File: config.mk
export PLATFORM = sky130hd
export DESIGN_NAME = low_power_mode_sequencer
export DESIGN_NICKNAME = d
export VERILOG_FILES = /design/src/lpm_pkg.sv /design/src/low_power_mode_sequencer.sv
export SDC_FILE = /design/constraint.sdc
export NUM_CORES = 1
export LEC_CHECK = 0
export BUFFER_PORTS_ARGS = -buffer_cell sky130_fd_sc_hd__buf_4
export CORE_ASPECT_RATIO = 0.9
export CORE_UTILIZATION = 45
export CTS_CLUSTER_DIAMETER = 40
export DETAILED_ROUTE_END_ITERATION = 16
export HOLD_SLACK_MARGIN = 0.08
export PLACE_DENSITY = 0.75
export SLEW_MARGIN = 30
export SYNTH_ARGS = -nofsm -noshare
export SYNTH_HDL_FRONTEND = slang
export SYNTH_SLANG_ARGS = --single-unit
File: constraint.sdc
create_clock -name clk -period 4.3 [get_ports clk]
set_input_delay 0.86 -clock clk [delete_from_list [all_inputs] [get_ports clk]]
set_output_delay 0.86 -clock clk [all_outputs]
set_load 0.1 [all_outputs]
File: src/lpm_pkg.sv
// Shared constants, mode codes and carrier types for the operating-mode sequencer.
package lpm_pkg;

  localparam int unsigned ADDR_W = 8;
  localparam int unsigned CNT_W  = 21;

  // Register byte addresses.
  localparam logic [ADDR_W-1:0] SPEED_CTRL_OFS   = 8'h00;
  localparam logic [ADDR_W-1:0] SYS_CLK_SEL_OFS  = 8'h04;
  localparam logic [ADDR_W-1:0] TIMER_A_MODE_OFS = 8'h08;
  localparam logic [ADDR_W-1:0] FRAME_CFG_OFS    = 8'h0C;
  localparam logic [ADDR_W-1:0] MODE_STATUS_OFS  = 8'h10;

  // Field positions.
  localparam int unsigned LOW_SPEED_BIT     = 0;
  localparam int unsigned DIRECT_XFER_BIT   = 3;
  localparam int unsigned SUB_SPEED_BIT     = 2;
  localparam int unsigned SUBOSC_HALT_BIT   = 3;
  localparam int unsigned WATCH_SELECT_BIT  = 3;
  localparam int unsigned RAM_VALID_BIT     = 3;
  localparam int unsigned MODE_LSB          = 4;

  // Values after reset and bus response codes.
  localparam logic [1:0] FRAME_SEL_RST = 2'h0;
  localparam logic [1:0] RESP_OKAY     = 2'h0;
  localparam logic [1:0] RESP_SLVERR   = 2'h2;

  // Interrupt frame lengths and oscillator settling times.
  localparam int unsigned CLK_PERIOD_NS = 50;
  localparam int unsigned FRAME0_NS     = 244140;
  localparam int unsigned FRAME1_NS     = 15625000;
  localparam int unsigned FRAME2_NS     = 62500000;
  localparam int unsigned SETTLE0_NS    = 122070;
  localparam int unsigned SETTLE1_NS    = 7812500;
  localparam int unsigned SETTLE2_NS    = 31250000;
  localparam int unsigned FRAME0_CYC    = FRAME0_NS / CLK_PERIOD_NS;
  localparam int unsigned FRAME1_CYC    = FRAME1_NS / CLK_PERIOD_NS;
  localparam int unsigned FRAME2_CYC    = FRAME2_NS / CLK_PERIOD_NS;
  localparam int unsigned SETTLE0_CYC   = (SETTLE0_NS + CLK_PERIOD_NS - 1) / CLK_PERIOD_NS;
  localparam int unsigned SETTLE1_CYC   = (SETTLE1_NS + CLK_PERIOD_NS - 1) / CLK_PERIOD_NS;
  localparam int unsigned SETTLE2_CYC   = (SETTLE2_NS + CLK_PERIOD_NS - 1) / CLK_PERIOD_NS;

  typedef enum logic [2:0] {
    MODE_ACTIVE    = 3'h0,
    MODE_STANDBY   = 3'h1,
    MODE_STOP      = 3'h2,
    MODE_WATCH     = 3'h3,
    MODE_SUBACTIVE = 3'h4,
    MODE_SETTLE    = 3'h5
  } mode_e;

  // Clock gating, oscillator and pin control toward the rest of the chip.
  typedef struct packed {
    logic main_osc_en;
    logic sub_osc_en;
    logic cpu_clk_en;
    logic periph_clk_en;
    logic adc_clk_en;
    logic port_hold;
    logic pins_hiz;
    logic core_reset;
  } clk_ctrl_s;

endpackage

File: src/low_power_mode_sequencer.sv
// Operating-mode sequencer with its AXI4-Lite register slave.
`timescale 1ns/1ps

module low_power_mode_sequencer #(
  parameter int unsigned FRAME0_CYC  = lpm_pkg::FRAME0_CYC,
  parameter int unsigned FRAME1_CYC  = lpm_pkg::FRAME1_CYC,
  parameter int unsigned FRAME2_CYC  = lpm_pkg::FRAME2_CYC,
  parameter int unsigned SETTLE0_CYC = lpm_pkg::SETTLE0_CYC,
  parameter int unsigned SETTLE1_CYC = lpm_pkg::SETTLE1_CYC,
  parameter int unsigned SETTLE2_CYC = lpm_pkg::SETTLE2_CYC
) (
  input  wire logic                       clk,
  input  wire logic                       rst,
  input  wire logic [lpm_pkg::ADDR_W-1:0] s_axi_awaddr,
  input  wire logic                       s_axi_awvalid,
  output logic                            s_axi_awready,
  input  wire logic [31:0]                s_axi_wdata,
  input  wire logic [3:0]                 s_axi_wstrb,
  input  wire logic                       s_axi_wvalid,
  output logic                            s_axi_wready,
  output logic [1:0]                      s_axi_bresp,
  output logic                            s_axi_bvalid,
  input  wire logic                       s_axi_bready,
  input  wire logic [lpm_pkg::ADDR_W-1:0] s_axi_araddr,
  input  wire logic                       s_axi_arvalid,
  output logic                            s_axi_arready,
  output logic [31:0]                     s_axi_rdata,
  output logic [1:0]                      s_axi_rresp,
  output logic                            s_axi_rvalid,
  input  wire logic                       s_axi_rready,
  input  wire logic                       doze_instr,
  input  wire logic                       deep_sleep_instr,
  input  wire logic                       irq_global_enable,
  input  wire logic                       irq_unmasked_pending,
  input  wire logic                       irq_request,
  input  wire logic                       timer_a_overflow,
  input  wire logic                       deep_sleep_wake_n,
  input  wire logic                       ext_irq0_n,
  output lpm_pkg::mode_e                  mode_q,
  output lpm_pkg::clk_ctrl_s              clk_ctrl_q,
  output logic                            sub_speed_q,
  output logic                            restart_zero_q,
  output logic                            sleep_nop_q,
  output logic                            irq_strobe_q,
  output logic                            timer_a_req_q,
  output logic                            ext_irq0_req_q
);

  logic                    aw_held_q;
  logic                    w_held_q;
  logic [lpm_pkg::ADDR_W-1:0] waddr_q;
  logic [7:0]              wbyte_q;
  logic                    wlane_q;
  logic                    wr_fire;
  logic                    low_speed_flag_q;
  logic                    direct_transfer_flag_q;
  logic                    subosc_halt_bit_q;
  logic                    watch_select_bit_q;
  logic [1:0]              frame_sel_q;
  logic                    ram_valid_flag_q;
  logic [1:0]              wake_sync_q;
  logic [1:0]              irq0_sync_q;
  logic                    irq0_sample_q;
  logic                    irq0_level_q;
  logic                    irq0_edge_q;
  logic                    timer_a_pend_q;
  logic [lpm_pkg::CNT_W-1:0] frame_cnt_q;
  logic [lpm_pkg::CNT_W-1:0] settle_cnt_q;
  logic                    from_stop_q;
  logic                    boot_q;
  logic                    slow_mode;
  logic                    sleep_instr;
  logic                    sleep_ok;
  logic                    strobe;
  logic                    wake_watch;
  logic                    settle_done;
  logic [31:0]             rdata_d;
  logic                    raddr_ok;

  function automatic logic [lpm_pkg::CNT_W-1:0] frame_len(input logic [1:0] sel);
    unique case (sel)
      2'h1:    frame_len = lpm_pkg::CNT_W'(FRAME1_CYC);
      2'h2:    frame_len = lpm_pkg::CNT_W'(FRAME2_CYC);
      default: frame_len = lpm_pkg::CNT_W'(FRAME0_CYC);
    endcase
  endfunction

  function automatic logic [lpm_pkg::CNT_W-1:0] settle_len(input logic [1:0] sel);
    unique case (sel)
      2'h1:    settle_len = lpm_pkg::CNT_W'(SETTLE1_CYC);
      2'h2:    settle_len = lpm_pkg::CNT_W'(SETTLE2_CYC);
      default: settle_len = lpm_pkg::CNT_W'(SETTLE0_CYC);
    endcase
  endfunction

  assign slow_mode   = (mode_q == lpm_pkg::MODE_WATCH) || (mode_q == lpm_pkg::MODE_SUBACTIVE);
  assign sleep_instr = doze_instr || deep_sleep_instr;
  // A sleep with an unmasked request pending and interrupts disabled would never wake.
  assign sleep_ok    = !(!irq_global_enable && irq_unmasked_pending);
  assign wr_fire     = aw_held_q && w_held_q && !s_axi_bvalid;
  assign settle_done = settle_cnt_q == lpm_pkg::CNT_W'(1);
  // Frame code 11 is unused and falls back to the shortest frame.
  assign strobe      = slow_mode && (frame_cnt_q == frame_len(frame_sel_q) - 1'b1);
  assign wake_watch  = (mode_q == lpm_pkg::MODE_WATCH) && (timer_a_req_q || ext_irq0_req_q);

  // Write channel: address and data are taken in either order, answered once both are held.
  always_ff @(posedge clk or posedge rst)
  begin
    if (rst)
    begin
      aw_held_q     <= 1'b0;
      w_held_q      <= 1'b0;
      waddr_q       <= '0;
      wbyte_q       <= '0;
      wlane_q       <= 1'b0;
      s_axi_awready <= 1'b1;
      s_axi_wready  <= 1'b1;
      s_axi_bvalid  <= 1'b0;
      s_axi_bresp   <= lpm_pkg::RESP_OKAY;
    end
    else
    begin
      if (s_axi_awvalid && s_axi_awready)
      begin
        aw_held_q     <= 1'b1;
        waddr_q       <= s_axi_awaddr;
        s_axi_awready <= 1'b0;
      end
      if (s_axi_wvalid && s_axi_wready)
      begin
        w_held_q     <= 1'b1;
        wbyte_q      <= s_axi_wdata[7:0];
        wlane_q      <= s_axi_wstrb[0];
        s_axi_wready <= 1'b0;
      end
      if (wr_fire)
      begin
        aw_held_q    <= 1'b0;
        w_held_q     <= 1'b0;
        s_axi_bvalid <= 1'b1;
        unique case (waddr_q)
          lpm_pkg::SPEED_CTRL_OFS, lpm_pkg::SYS_CLK_SEL_OFS, lpm_pkg::TIMER_A_MODE_OFS,
          lpm_pkg::FRAME_CFG_OFS, lpm_pkg::MODE_STATUS_OFS: s_axi_bresp <= lpm_pkg::RESP_OKAY;
          default:                                          s_axi_bresp <= lpm_pkg::RESP_SLVERR;
        endcase
      end
      if (s_axi_bvalid && s_axi_bready)
      begin
        s_axi_bvalid  <= 1'b0;
        s_axi_awready <= 1'b1;
        s_axi_wready  <= 1'b1;
      end
    end
  end

  // Software-written control bits.
  always_ff @(posedge clk or posedge rst)
  begin
    if (rst)
    begin
      low_speed_flag_q       <= 1'b0;
      direct_transfer_flag_q <= 1'b0;
      subosc_halt_bit_q      <= 1'b0;
      sub_speed_q            <= 1'b0;
      watch_select_bit_q     <= 1'b0;
      frame_sel_q            <= lpm_pkg::FRAME_SEL_RST;
    end
    else
    begin
      if (mode_q == lpm_pkg::MODE_ACTIVE)
        direct_transfer_flag_q <= 1'b0;
      if (wr_fire && wlane_q)
      begin
        unique case (waddr_q)
          lpm_pkg::SPEED_CTRL_OFS:
          begin
            low_speed_flag_q <= wbyte_q[lpm_pkg::LOW_SPEED_BIT];
            if (mode_q == lpm_pkg::MODE_SUBACTIVE)
              direct_transfer_flag_q <= wbyte_q[lpm_pkg::DIRECT_XFER_BIT];
          end
          lpm_pkg::SYS_CLK_SEL_OFS:
          begin
            subosc_halt_bit_q <= wbyte_q[lpm_pkg::SUBOSC_HALT_BIT];
            // The slow instruction clock must not change under a running subactive core.
            if (mode_q == lpm_pkg::MODE_ACTIVE)
              sub_speed_q <= wbyte_q[lpm_pkg::SUB_SPEED_BIT];
          end
          lpm_pkg::TIMER_A_MODE_OFS: watch_select_bit_q <= wbyte_q[lpm_pkg::WATCH_SELECT_BIT];
          lpm_pkg::FRAME_CFG_OFS:    frame_sel_q        <= wbyte_q[1:0];
          default:                   ;
        endcase
      end
    end
  end

  // Read channel: one read at a time, answered the cycle after the address is taken.
  always_comb
  begin
    rdata_d  = '0;
    raddr_ok = 1'b1;
    unique case (s_axi_araddr)
      lpm_pkg::SPEED_CTRL_OFS:
      begin
        rdata_d[lpm_pkg::LOW_SPEED_BIT]   = low_speed_flag_q;
        rdata_d[lpm_pkg::DIRECT_XFER_BIT] = direct_transfer_flag_q;
      end
      lpm_pkg::SYS_CLK_SEL_OFS:
      begin
        rdata_d[lpm_pkg::SUBOSC_HALT_BIT] = subosc_halt_bit_q;
        rdata_d[lpm_pkg::SUB_SPEED_BIT]   = sub_speed_q;
      end
      lpm_pkg::TIMER_A_MODE_OFS: rdata_d[lpm_pkg::WATCH_SELECT_BIT] = watch_select_bit_q;
      lpm_pkg::FRAME_CFG_OFS:    ;
      lpm_pkg::MODE_STATUS_OFS:
      begin
        rdata_d[lpm_pkg::RAM_VALID_BIT]             = ram_valid_flag_q;
        rdata_d[lpm_pkg::MODE_LSB +: 3]             = mode_q;
      end
      default:                   raddr_ok = 1'b0;
    endcase
  end

  always_ff @(posedge clk or posedge rst)
  begin
    if (rst)
    begin
      s_axi_arready <= 1'b1;
      s_axi_rvalid  <= 1'b0;
      s_axi_rdata   <= '0;
      s_axi_rresp   <= lpm_pkg::RESP_OKAY;
    end
    else if (s_axi_arvalid && s_axi_arready)
    begin
      s_axi_arready <= 1'b0;
      s_axi_rvalid  <= 1'b1;
      s_axi_rdata   <= rdata_d;
      s_axi_rresp   <= raddr_ok ? lpm_pkg::RESP_OKAY : lpm_pkg::RESP_SLVERR;
    end
    else if (s_axi_rvalid && s_axi_rready)
    begin
      s_axi_rvalid  <= 1'b0;
      s_axi_arready <= 1'b1;
    end
  end

  // Both pins come from outside the clock domain.
  always_ff @(posedge clk or posedge rst)
  begin
    if (rst)
    begin
      wake_sync_q <= 2'h3;
      irq0_sync_q <= 2'h3;
    end
    else
    begin
      wake_sync_q <= {wake_sync_q[0], deep_sleep_wake_n};
      irq0_sync_q <= {irq0_sync_q[0], ext_irq0_n};
    end
  end

  // Interrupt frame timebase; only runs in the slow modes.
  always_ff @(posedge clk or posedge rst)
  begin
    if (rst)
    begin
      frame_cnt_q  <= '0;
      irq_strobe_q <= 1'b0;
    end
    else
    begin
      irq_strobe_q <= strobe;
      if (!slow_mode || strobe)
        frame_cnt_q <= '0;
      else
        frame_cnt_q <= frame_cnt_q + 1'b1;
    end
  end

  // Wake requests: frame-aligned in slow modes, direct otherwise.
  always_ff @(posedge clk or posedge rst)
  begin
    if (rst)
    begin
      irq0_sample_q  <= 1'b1;
      irq0_level_q   <= 1'b1;
      irq0_edge_q    <= 1'b0;
      timer_a_pend_q <= 1'b0;
      timer_a_req_q  <= 1'b0;
      ext_irq0_req_q <= 1'b0;
    end
    else
    begin
      irq0_level_q <= irq0_sync_q[1];
      if (slow_mode)
      begin
        timer_a_req_q  <= strobe && (timer_a_pend_q || timer_a_overflow);
        timer_a_pend_q <= !strobe && (timer_a_pend_q || timer_a_overflow);
        if (strobe)
        begin
          irq0_sample_q  <= irq0_sync_q[1];
          irq0_edge_q    <= irq0_sample_q && !irq0_sync_q[1];
          ext_irq0_req_q <= irq0_edge_q;
        end
        else
          ext_irq0_req_q <= 1'b0;
      end
      else
      begin
        timer_a_pend_q <= 1'b0;
        timer_a_req_q  <= timer_a_overflow;
        irq0_sample_q  <= irq0_sync_q[1];
        irq0_edge_q    <= 1'b0;
        ext_irq0_req_q <= irq0_level_q && !irq0_sync_q[1];
      end
    end
  end

  // Operating mode; reset forces active from any mode.
  always_ff @(posedge clk or posedge rst)
  begin
    if (rst)
    begin
      mode_q       <= lpm_pkg::MODE_ACTIVE;
      settle_cnt_q <= '0;
      from_stop_q  <= 1'b0;
      sleep_nop_q  <= 1'b0;
    end
    else
    begin
      sleep_nop_q <= sleep_instr && !sleep_ok && (mode_q == lpm_pkg::MODE_ACTIVE
                     || mode_q == lpm_pkg::MODE_SUBACTIVE);
      unique case (mode_q)
        lpm_pkg::MODE_ACTIVE:
          if (sleep_instr && sleep_ok)
          begin
            if (doze_instr)
              mode_q <= lpm_pkg::MODE_STANDBY;
            else if (watch_select_bit_q)
              mode_q <= lpm_pkg::MODE_WATCH;
            else
              mode_q <= lpm_pkg::MODE_STOP;
          end
        lpm_pkg::MODE_STANDBY:
          if (irq_request)
            mode_q <= lpm_pkg::MODE_ACTIVE;
        lpm_pkg::MODE_STOP:
          // The partner holds the pin low for a whole settling time; the count runs here.
          if (!wake_sync_q[1])
          begin
            mode_q       <= lpm_pkg::MODE_SETTLE;
            settle_cnt_q <= settle_len(frame_sel_q);
            from_stop_q  <= 1'b1;
          end
        lpm_pkg::MODE_WATCH:
          if (wake_watch)
          begin
            if (low_speed_flag_q)
              mode_q <= lpm_pkg::MODE_SUBACTIVE;
            else
            begin
              mode_q       <= lpm_pkg::MODE_SETTLE;
              settle_cnt_q <= settle_len(frame_sel_q);
            end
          end
        lpm_pkg::MODE_SUBACTIVE:
          if (sleep_instr && sleep_ok)
          begin
            if (!low_speed_flag_q && direct_transfer_flag_q)
            begin
              mode_q       <= lpm_pkg::MODE_SETTLE;
              settle_cnt_q <= settle_len(frame_sel_q);
            end
            else
              mode_q <= lpm_pkg::MODE_WATCH;
          end
        lpm_pkg::MODE_SETTLE:
          if (settle_done)
          begin
            mode_q      <= lpm_pkg::MODE_ACTIVE;
            from_stop_q <= 1'b0;
          end
          else
            settle_cnt_q <= settle_cnt_q - 1'b1;
        default:
          mode_q <= lpm_pkg::MODE_ACTIVE;
      endcase
    end
  end

  // Restart point and RAM valid flag; the hardware set beats a software write.
  always_ff @(posedge clk or posedge rst)
  begin
    if (rst)
    begin
      boot_q           <= 1'b1;
      restart_zero_q   <= 1'b0;
      ram_valid_flag_q <= 1'b0;
    end
    else
    begin
      boot_q         <= 1'b0;
      restart_zero_q <= boot_q || (mode_q == lpm_pkg::MODE_SETTLE && settle_done
                        && from_stop_q);
      if (mode_q == lpm_pkg::MODE_SETTLE && settle_done && from_stop_q)
        ram_valid_flag_q <= 1'b1;
      else if (wr_fire && wlane_q && waddr_q == lpm_pkg::MODE_STATUS_OFS)
        ram_valid_flag_q <= wbyte_q[lpm_pkg::RAM_VALID_BIT];
    end
  end

  // Clock and pin control decoded from the current mode_q, so it lags mode_q by one cycle.
  always_ff @(posedge clk or posedge rst)
  begin
    if (rst)
      clk_ctrl_q <= '{main_osc_en: 1'b1, sub_osc_en: 1'b1, cpu_clk_en: 1'b0,
                      periph_clk_en: 1'b0, adc_clk_en: 1'b0, port_hold: 1'b0,
                      pins_hiz: 1'b1, core_reset: 1'b1};
    else
    begin
      clk_ctrl_q.main_osc_en   <= mode_q inside {lpm_pkg::MODE_ACTIVE, lpm_pkg::MODE_STANDBY,
                                                 lpm_pkg::MODE_SETTLE};
      clk_ctrl_q.sub_osc_en    <= !(mode_q == lpm_pkg::MODE_STOP && subosc_halt_bit_q);
      clk_ctrl_q.cpu_clk_en    <= mode_q inside {lpm_pkg::MODE_ACTIVE,
                                                 lpm_pkg::MODE_SUBACTIVE};
      clk_ctrl_q.periph_clk_en <= mode_q inside {lpm_pkg::MODE_ACTIVE, lpm_pkg::MODE_STANDBY,
                                                 lpm_pkg::MODE_SUBACTIVE};
      clk_ctrl_q.adc_clk_en    <= mode_q inside {lpm_pkg::MODE_ACTIVE,
                                                 lpm_pkg::MODE_STANDBY};
      clk_ctrl_q.port_hold     <= mode_q inside {lpm_pkg::MODE_STANDBY,
                                                 lpm_pkg::MODE_WATCH};
      // RAM keeps its supply in stop; only the core and pins are reset.
      clk_ctrl_q.pins_hiz      <= mode_q == lpm_pkg::MODE_STOP;
      clk_ctrl_q.core_reset    <= mode_q == lpm_pkg::MODE_STOP;
    end
  end

endmodule

[Yosys cells after proc, flatten, opt, wreduce, memory -nomap -nowiden]
Cells that the tools add are included.
Operators by class
  reduce and logical (&&, ||, !) cells: 65
  equality and inequality tests: 27
  muxes and demuxes: 59
  $add $sub $neg: 3
Operator list (count)
  $mux W21: 7
  $pmux W21 S4: 1
  $pmux W21 S2: 1
  $sub A21 B1 Y21 const B: 2
  $pmux W20 S2: 1
  $mux W1: 35
  $eq A8 B4 Y1 const B: 4
  $mux W3: 8
  $logic_and A1 B1 Y1: 23
  $reduce_bool A2 Y1: 11
  $add A21 B1 Y21 const B: 1
  $eq A21 B1 Y1 const B: 1
  $eq A21 B21 Y1: 1
  $pmux W3 S6: 1
  $eq A8 B3 Y1 const B: 2
  $eq A8 B5 Y1 const B: 2
  $logic_not A8 Y1: 2
  $ne A2 B2 Y1 const B: 6
  $reduce_or A5 Y1: 2
  $logic_not A1 Y1: 8
  $ne A2 B1 Y1 const B: 4
  $reduce_and A2 Y1: 4
  $logic_or A1 B1 Y1: 7
  $reduce_and A7 Y1: 1
  13 further kinds: 19
Storage, ports and cells
  logic and storage cells: 197
  register bits after elaboration: 105
  output and inout port bits: 58

[Longest topological paths before layout]
  word-level depth: 8
  gate-level depth with buffers: 8

[Worst setup path before layout]
No wires, ideal clock.
  path type: reg-to-reg
  from: register mode_q[0]
  to: register settle_cnt_q[4] (netlist name)
  path slack: 1757 ps
  data required time: 4180 ps
  stages on the path, launching flop included: 7
  library setup time: 120 ps
  clock period less this slack: 2543 ps
  arrival time: 2423 ps
  path through: dfrtp_1 > nor3b_1 > nor2_1 > a2bb2oi_1 > clkbuf_1 > nor2_1 > o211a_1
Between the ends
  cells in the longest elaborated chain, start to end: 4
  elaborated cells between the ends (all ways): 14
RTL lines
  start: declaration: line low_power_mode_sequencer.sv:39  | output lpm_pkg::mode_e mode_q,
  start signal: assignment: line low_power_mode_sequencer.sv:323  | mode_q <= lpm_pkg::MODE_ACTIVE;
  start signal: assignment: line low_power_mode_sequencer.sv:337  | mode_q <= lpm_pkg::MODE_STANDBY;
  start signal: assignment: line low_power_mode_sequencer.sv:339  | mode_q <= lpm_pkg::MODE_WATCH;
  $eq A3 B2 Y1: line low_power_mode_sequencer.sv:104, low_power_mode_sequencer.sv:332
  $logic_and A1 B1 Y1: line low_power_mode_sequencer.sv:104  | assign wake_watch = (mode_q == lpm_pkg::MODE_WATCH) && (timer_a_req_q || ext_irq0_req_q);
  $ne A2 B2 Y1 (no source line)
  $reduce_and A7 Y1 (no source line)
  end signal: assignment: line low_power_mode_sequencer.sv:351  | settle_cnt_q <= settle_len(frame_sel_q);
  end signal: assignment: line low_power_mode_sequencer.sv:362  | settle_cnt_q <= settle_len(frame_sel_q);
  end signal: assignment: line low_power_mode_sequencer.sv:371  | settle_cnt_q <= settle_len(frame_sel_q);
  end: declaration: line low_power_mode_sequencer.sv:68  | logic [lpm_pkg::CNT_W-1:0] settle_cnt_q;
Several ways; a longest one is shown, not always the timed one.
A chain may end at the register's enable or synchronous reset.

[Final worst setup path]
  from: register settle_cnt_q[17] (netlist name)
  to: register settle_cnt_q[7] (netlist name)
Between the ends
  cells in the longest elaborated chain, start to end: 3
RTL lines
  $eq A21 B1 Y1: line low_power_mode_sequencer.sv:101  | assign settle_done = settle_cnt_q == lpm_pkg::CNT_W'(1);
  $ne A2 B2 Y1 (no source line)
  $reduce_and A7 Y1 (no source line)
Every way passes these cells.

==> metrics.csv <==
metric;value;unit
Finish-stage setup viols;0;
met3 usage;0.0360;
FF+latch count, synth;103;
syn_area_per_cell;10.2;um^2
Diodes inserted;0;
Worst Tran Pin Value;0.868;ns
Hold Buf Count CTS;0;
Setup TNS;0;ns
Layout area overhead;16.7;%
Min-Delay Path Class;flip-flop to flip-flop;
setup slack of the critical path after layout;1.40;ns
CP Max Fanout;21;
met1 Use GR;0.285;
CTS root buf;clkbuf_16;
Detailed Place HPWL;7820;um
Final Hold Viols;0;
Post-Syn Area;5260;um^2
layout cells sized above 1;0.221;
fraction of registers with async set or reset after synthesis;1.00;
gr ovfl total;0;
VDD IR max;0.331;mV
Die H;105;um
Worst Clk Skew;0.00567;ns
pre-CTS setup slack;1.44;ns
first-pass GRT wire length;19400;um
vias;4109;
final layout net count;652;
Tot GR Track Use;0.201;
Core Box Area;11400;um^2
antenna viol nets, final;0;
Critical Path Sink Type;flip-flop;
Post-synth EDFFs;0;
DRT iter0 DRCs;203;
sequential share of the synthesized area;0.493;
top cell type by total area after synthesis;dfrtp_1;
drt wl/cell;15.4;um
pwr dens;430;nW/um^2
CP arrival;3.13;ns
post-cts resize count;0;
GPL Wtd Cong;0.865;
Pleak;2.64;nW
clk buf depth;2;
Rows;37;
Synth area leaders;dfrtp_1 (43%), dfstp_2 (6.5%), mux2_2 (4.5%);
Worst slew margin;0.421;
H-tree levels;3;
Final min period;2.90;ns
busiest grt layer;met2;
vias in the first global route;4000;
port bufs;65;
CTS tree;yes;
Initial Util;0.462;
Synth Instances;515;
die width;116;um
met2 Usage GRT;0.311;
I/O pins;125;
Worst Hold Margin;0.358;ns
RSZ-0062 raised after global routing;no;
outcome;finished, final reports clean;
1st-pass router iterations;4;
Fmax;344;MHz
Sink Count;103;
Worst EP required;4.52;ns
cts bufs inserted;9;
Post-Route WL;11400;um
residual DRC count;0;
vias per inst;5.55;
Ys Warns;0;
max-cap violations;0;
largest net degree at the start of global routing;84;
initial antenna violation count;0;
Primary FF master, synth;dfrtp_1;
Period Utilization, post-route;0.675;
max-slew violation count;0;
die area;12100;um^2
setup bufs post-CTS;0;
CP startpoint kind;flip-flop;
count of cell types in the netlist;60;
CP Class;flip-flop to flip-flop;
CTS clk-pin slew, worst paths;0.07;ns
clk_lat worst skew;0.35;ns
top-area cell type share of the netlist area;0.428;
## report_power, final
group	internal, mW	total (mW)	switching [mW]
Sequential	1.08	1.17	0.0891
Combinational	0.146	0.535	0.389
Clock	0.571	0.933	0.362
Total	1.80	2.64	0.840
## cells in the final DEF (no fill, tap or decap), types with 7 or more instances in the layout
cell / n
nor2_1: 53
or4_1: 10
a21oi_1: 14
xor2_1: 13
o31ai_1: 8
clkbuf_16: 9
nor4_1: 7
dfstp_2: 13
a31oi_1: 13
nor3_1: 16
nand2_1: 31
conb_1: 29
nor2b_1: 11
dfrtp_1: 90
buf_4: 69
inv_1: 10
nand3_1: 14
nand4_1: 11
o21ai_0: 25
mux2_2: 21
## stage by stage
step	util	std cells	power (mW)	area [um^2]
after floorplan	-	543	1.62	5370
after global placement	0.508	724	1.71	5790
after detailed placement	0.508	724	1.73	5790
after CTS	0.539	740	2.66	6130
after global routing	0.539	740	2.74	6140
final	0.539	740	2.64	6140
## synth_stat cells, drive strengths merged, types with 6 or more instances
cell,n
xor2,13
nor3,17
inv,11
a31oi,13
nor2b,11
buf,33
nand3,14
and2,6
ha,6
dfstp,13
nor2,53
o22a,6
clkbuf,11
o31ai,8
dfrtp,90
nand4,11
a21oi,14
o21ai,25
nand2,31
or4,11
mux2,21
xnor2,6
nor4,8
nand2b,6
and3,6
## worst max-delay path, stage by stage, from the launching register on
cell,delay [ns]
dfrtp_1,0.42
or4_1,0.57
or4_4,0.56
nor3_4,0.70
or2_2,0.38
o21ai_0,0.13
## flip-flops by register name, indices dropped and copies added, names as in the netlist, 2 cells and up
signal and cells:
waddr_q 8, irq0_sync_q 2, wake_sync_q 2, s_axi_rdata 6, frame_sel_q 2, settle_cnt_q 21, clk_ctrl_q 7, mode_q 3
wbyte_q 4, frame_cnt_q 21
## layer usage
layer | routed length, um | up-vias | share of wire
met5 | 0 | - | 0
met4 | 133 | 0 | 0.012
met3 | 559 | 11 | 0.049
met2 | 5430 | 116 | 0.48
met1 | 5310 | 2028 | 0.46
li1 | - | 1954 | -
## area by class of cell
type                       count  area (um^2)
fill                        1000         5250
sequential                   103         2590
multi-input combinational    384         2430
timing repair buffer          69          518
clock buffer                   9          225
tap                          156          195
clock inverter                 7          120
inverter                      12         50.0
## worst paths after layout
path                                               from                            to  slack [ns]  cells past startpoint
max                        settle_cnt_q[17]$_DFFE_PP0P_   settle_cnt_q[7]$_DFFE_PP0P_        1.40                      5
min                            irq0_sync_q[0]$_DFF_PP1_      irq0_sync_q[1]$_DFF_PP1_        0.36                      0
max reg2reg                settle_cnt_q[17]$_DFFE_PP0P_   settle_cnt_q[7]$_DFFE_PP0P_        1.40                      5
min reg2reg                    irq0_sync_q[0]$_DFF_PP1_      irq0_sync_q[1]$_DFF_PP1_        0.36                      0
max in group asynchronous                           rst  settle_cnt_q[20]$_DFFE_PP0P_        2.91                      3
min in group asynchronous                           rst       timer_a_req_q$_DFF_PP0_        0.64                      2
## logic make-up after synthesis
family          count (synthesis)  synth area share
fa+ha+maj                       6            0.0143
flops                         103             0.493
buf+inv                        56            0.0642
other cells                     1          0.000713
compound gates                101             0.131
mux                            24            0.0507
simple gates                  205             0.215
xor+xnor                       19            0.0316
No activity file was read; power rests on OpenSTA's default activity.
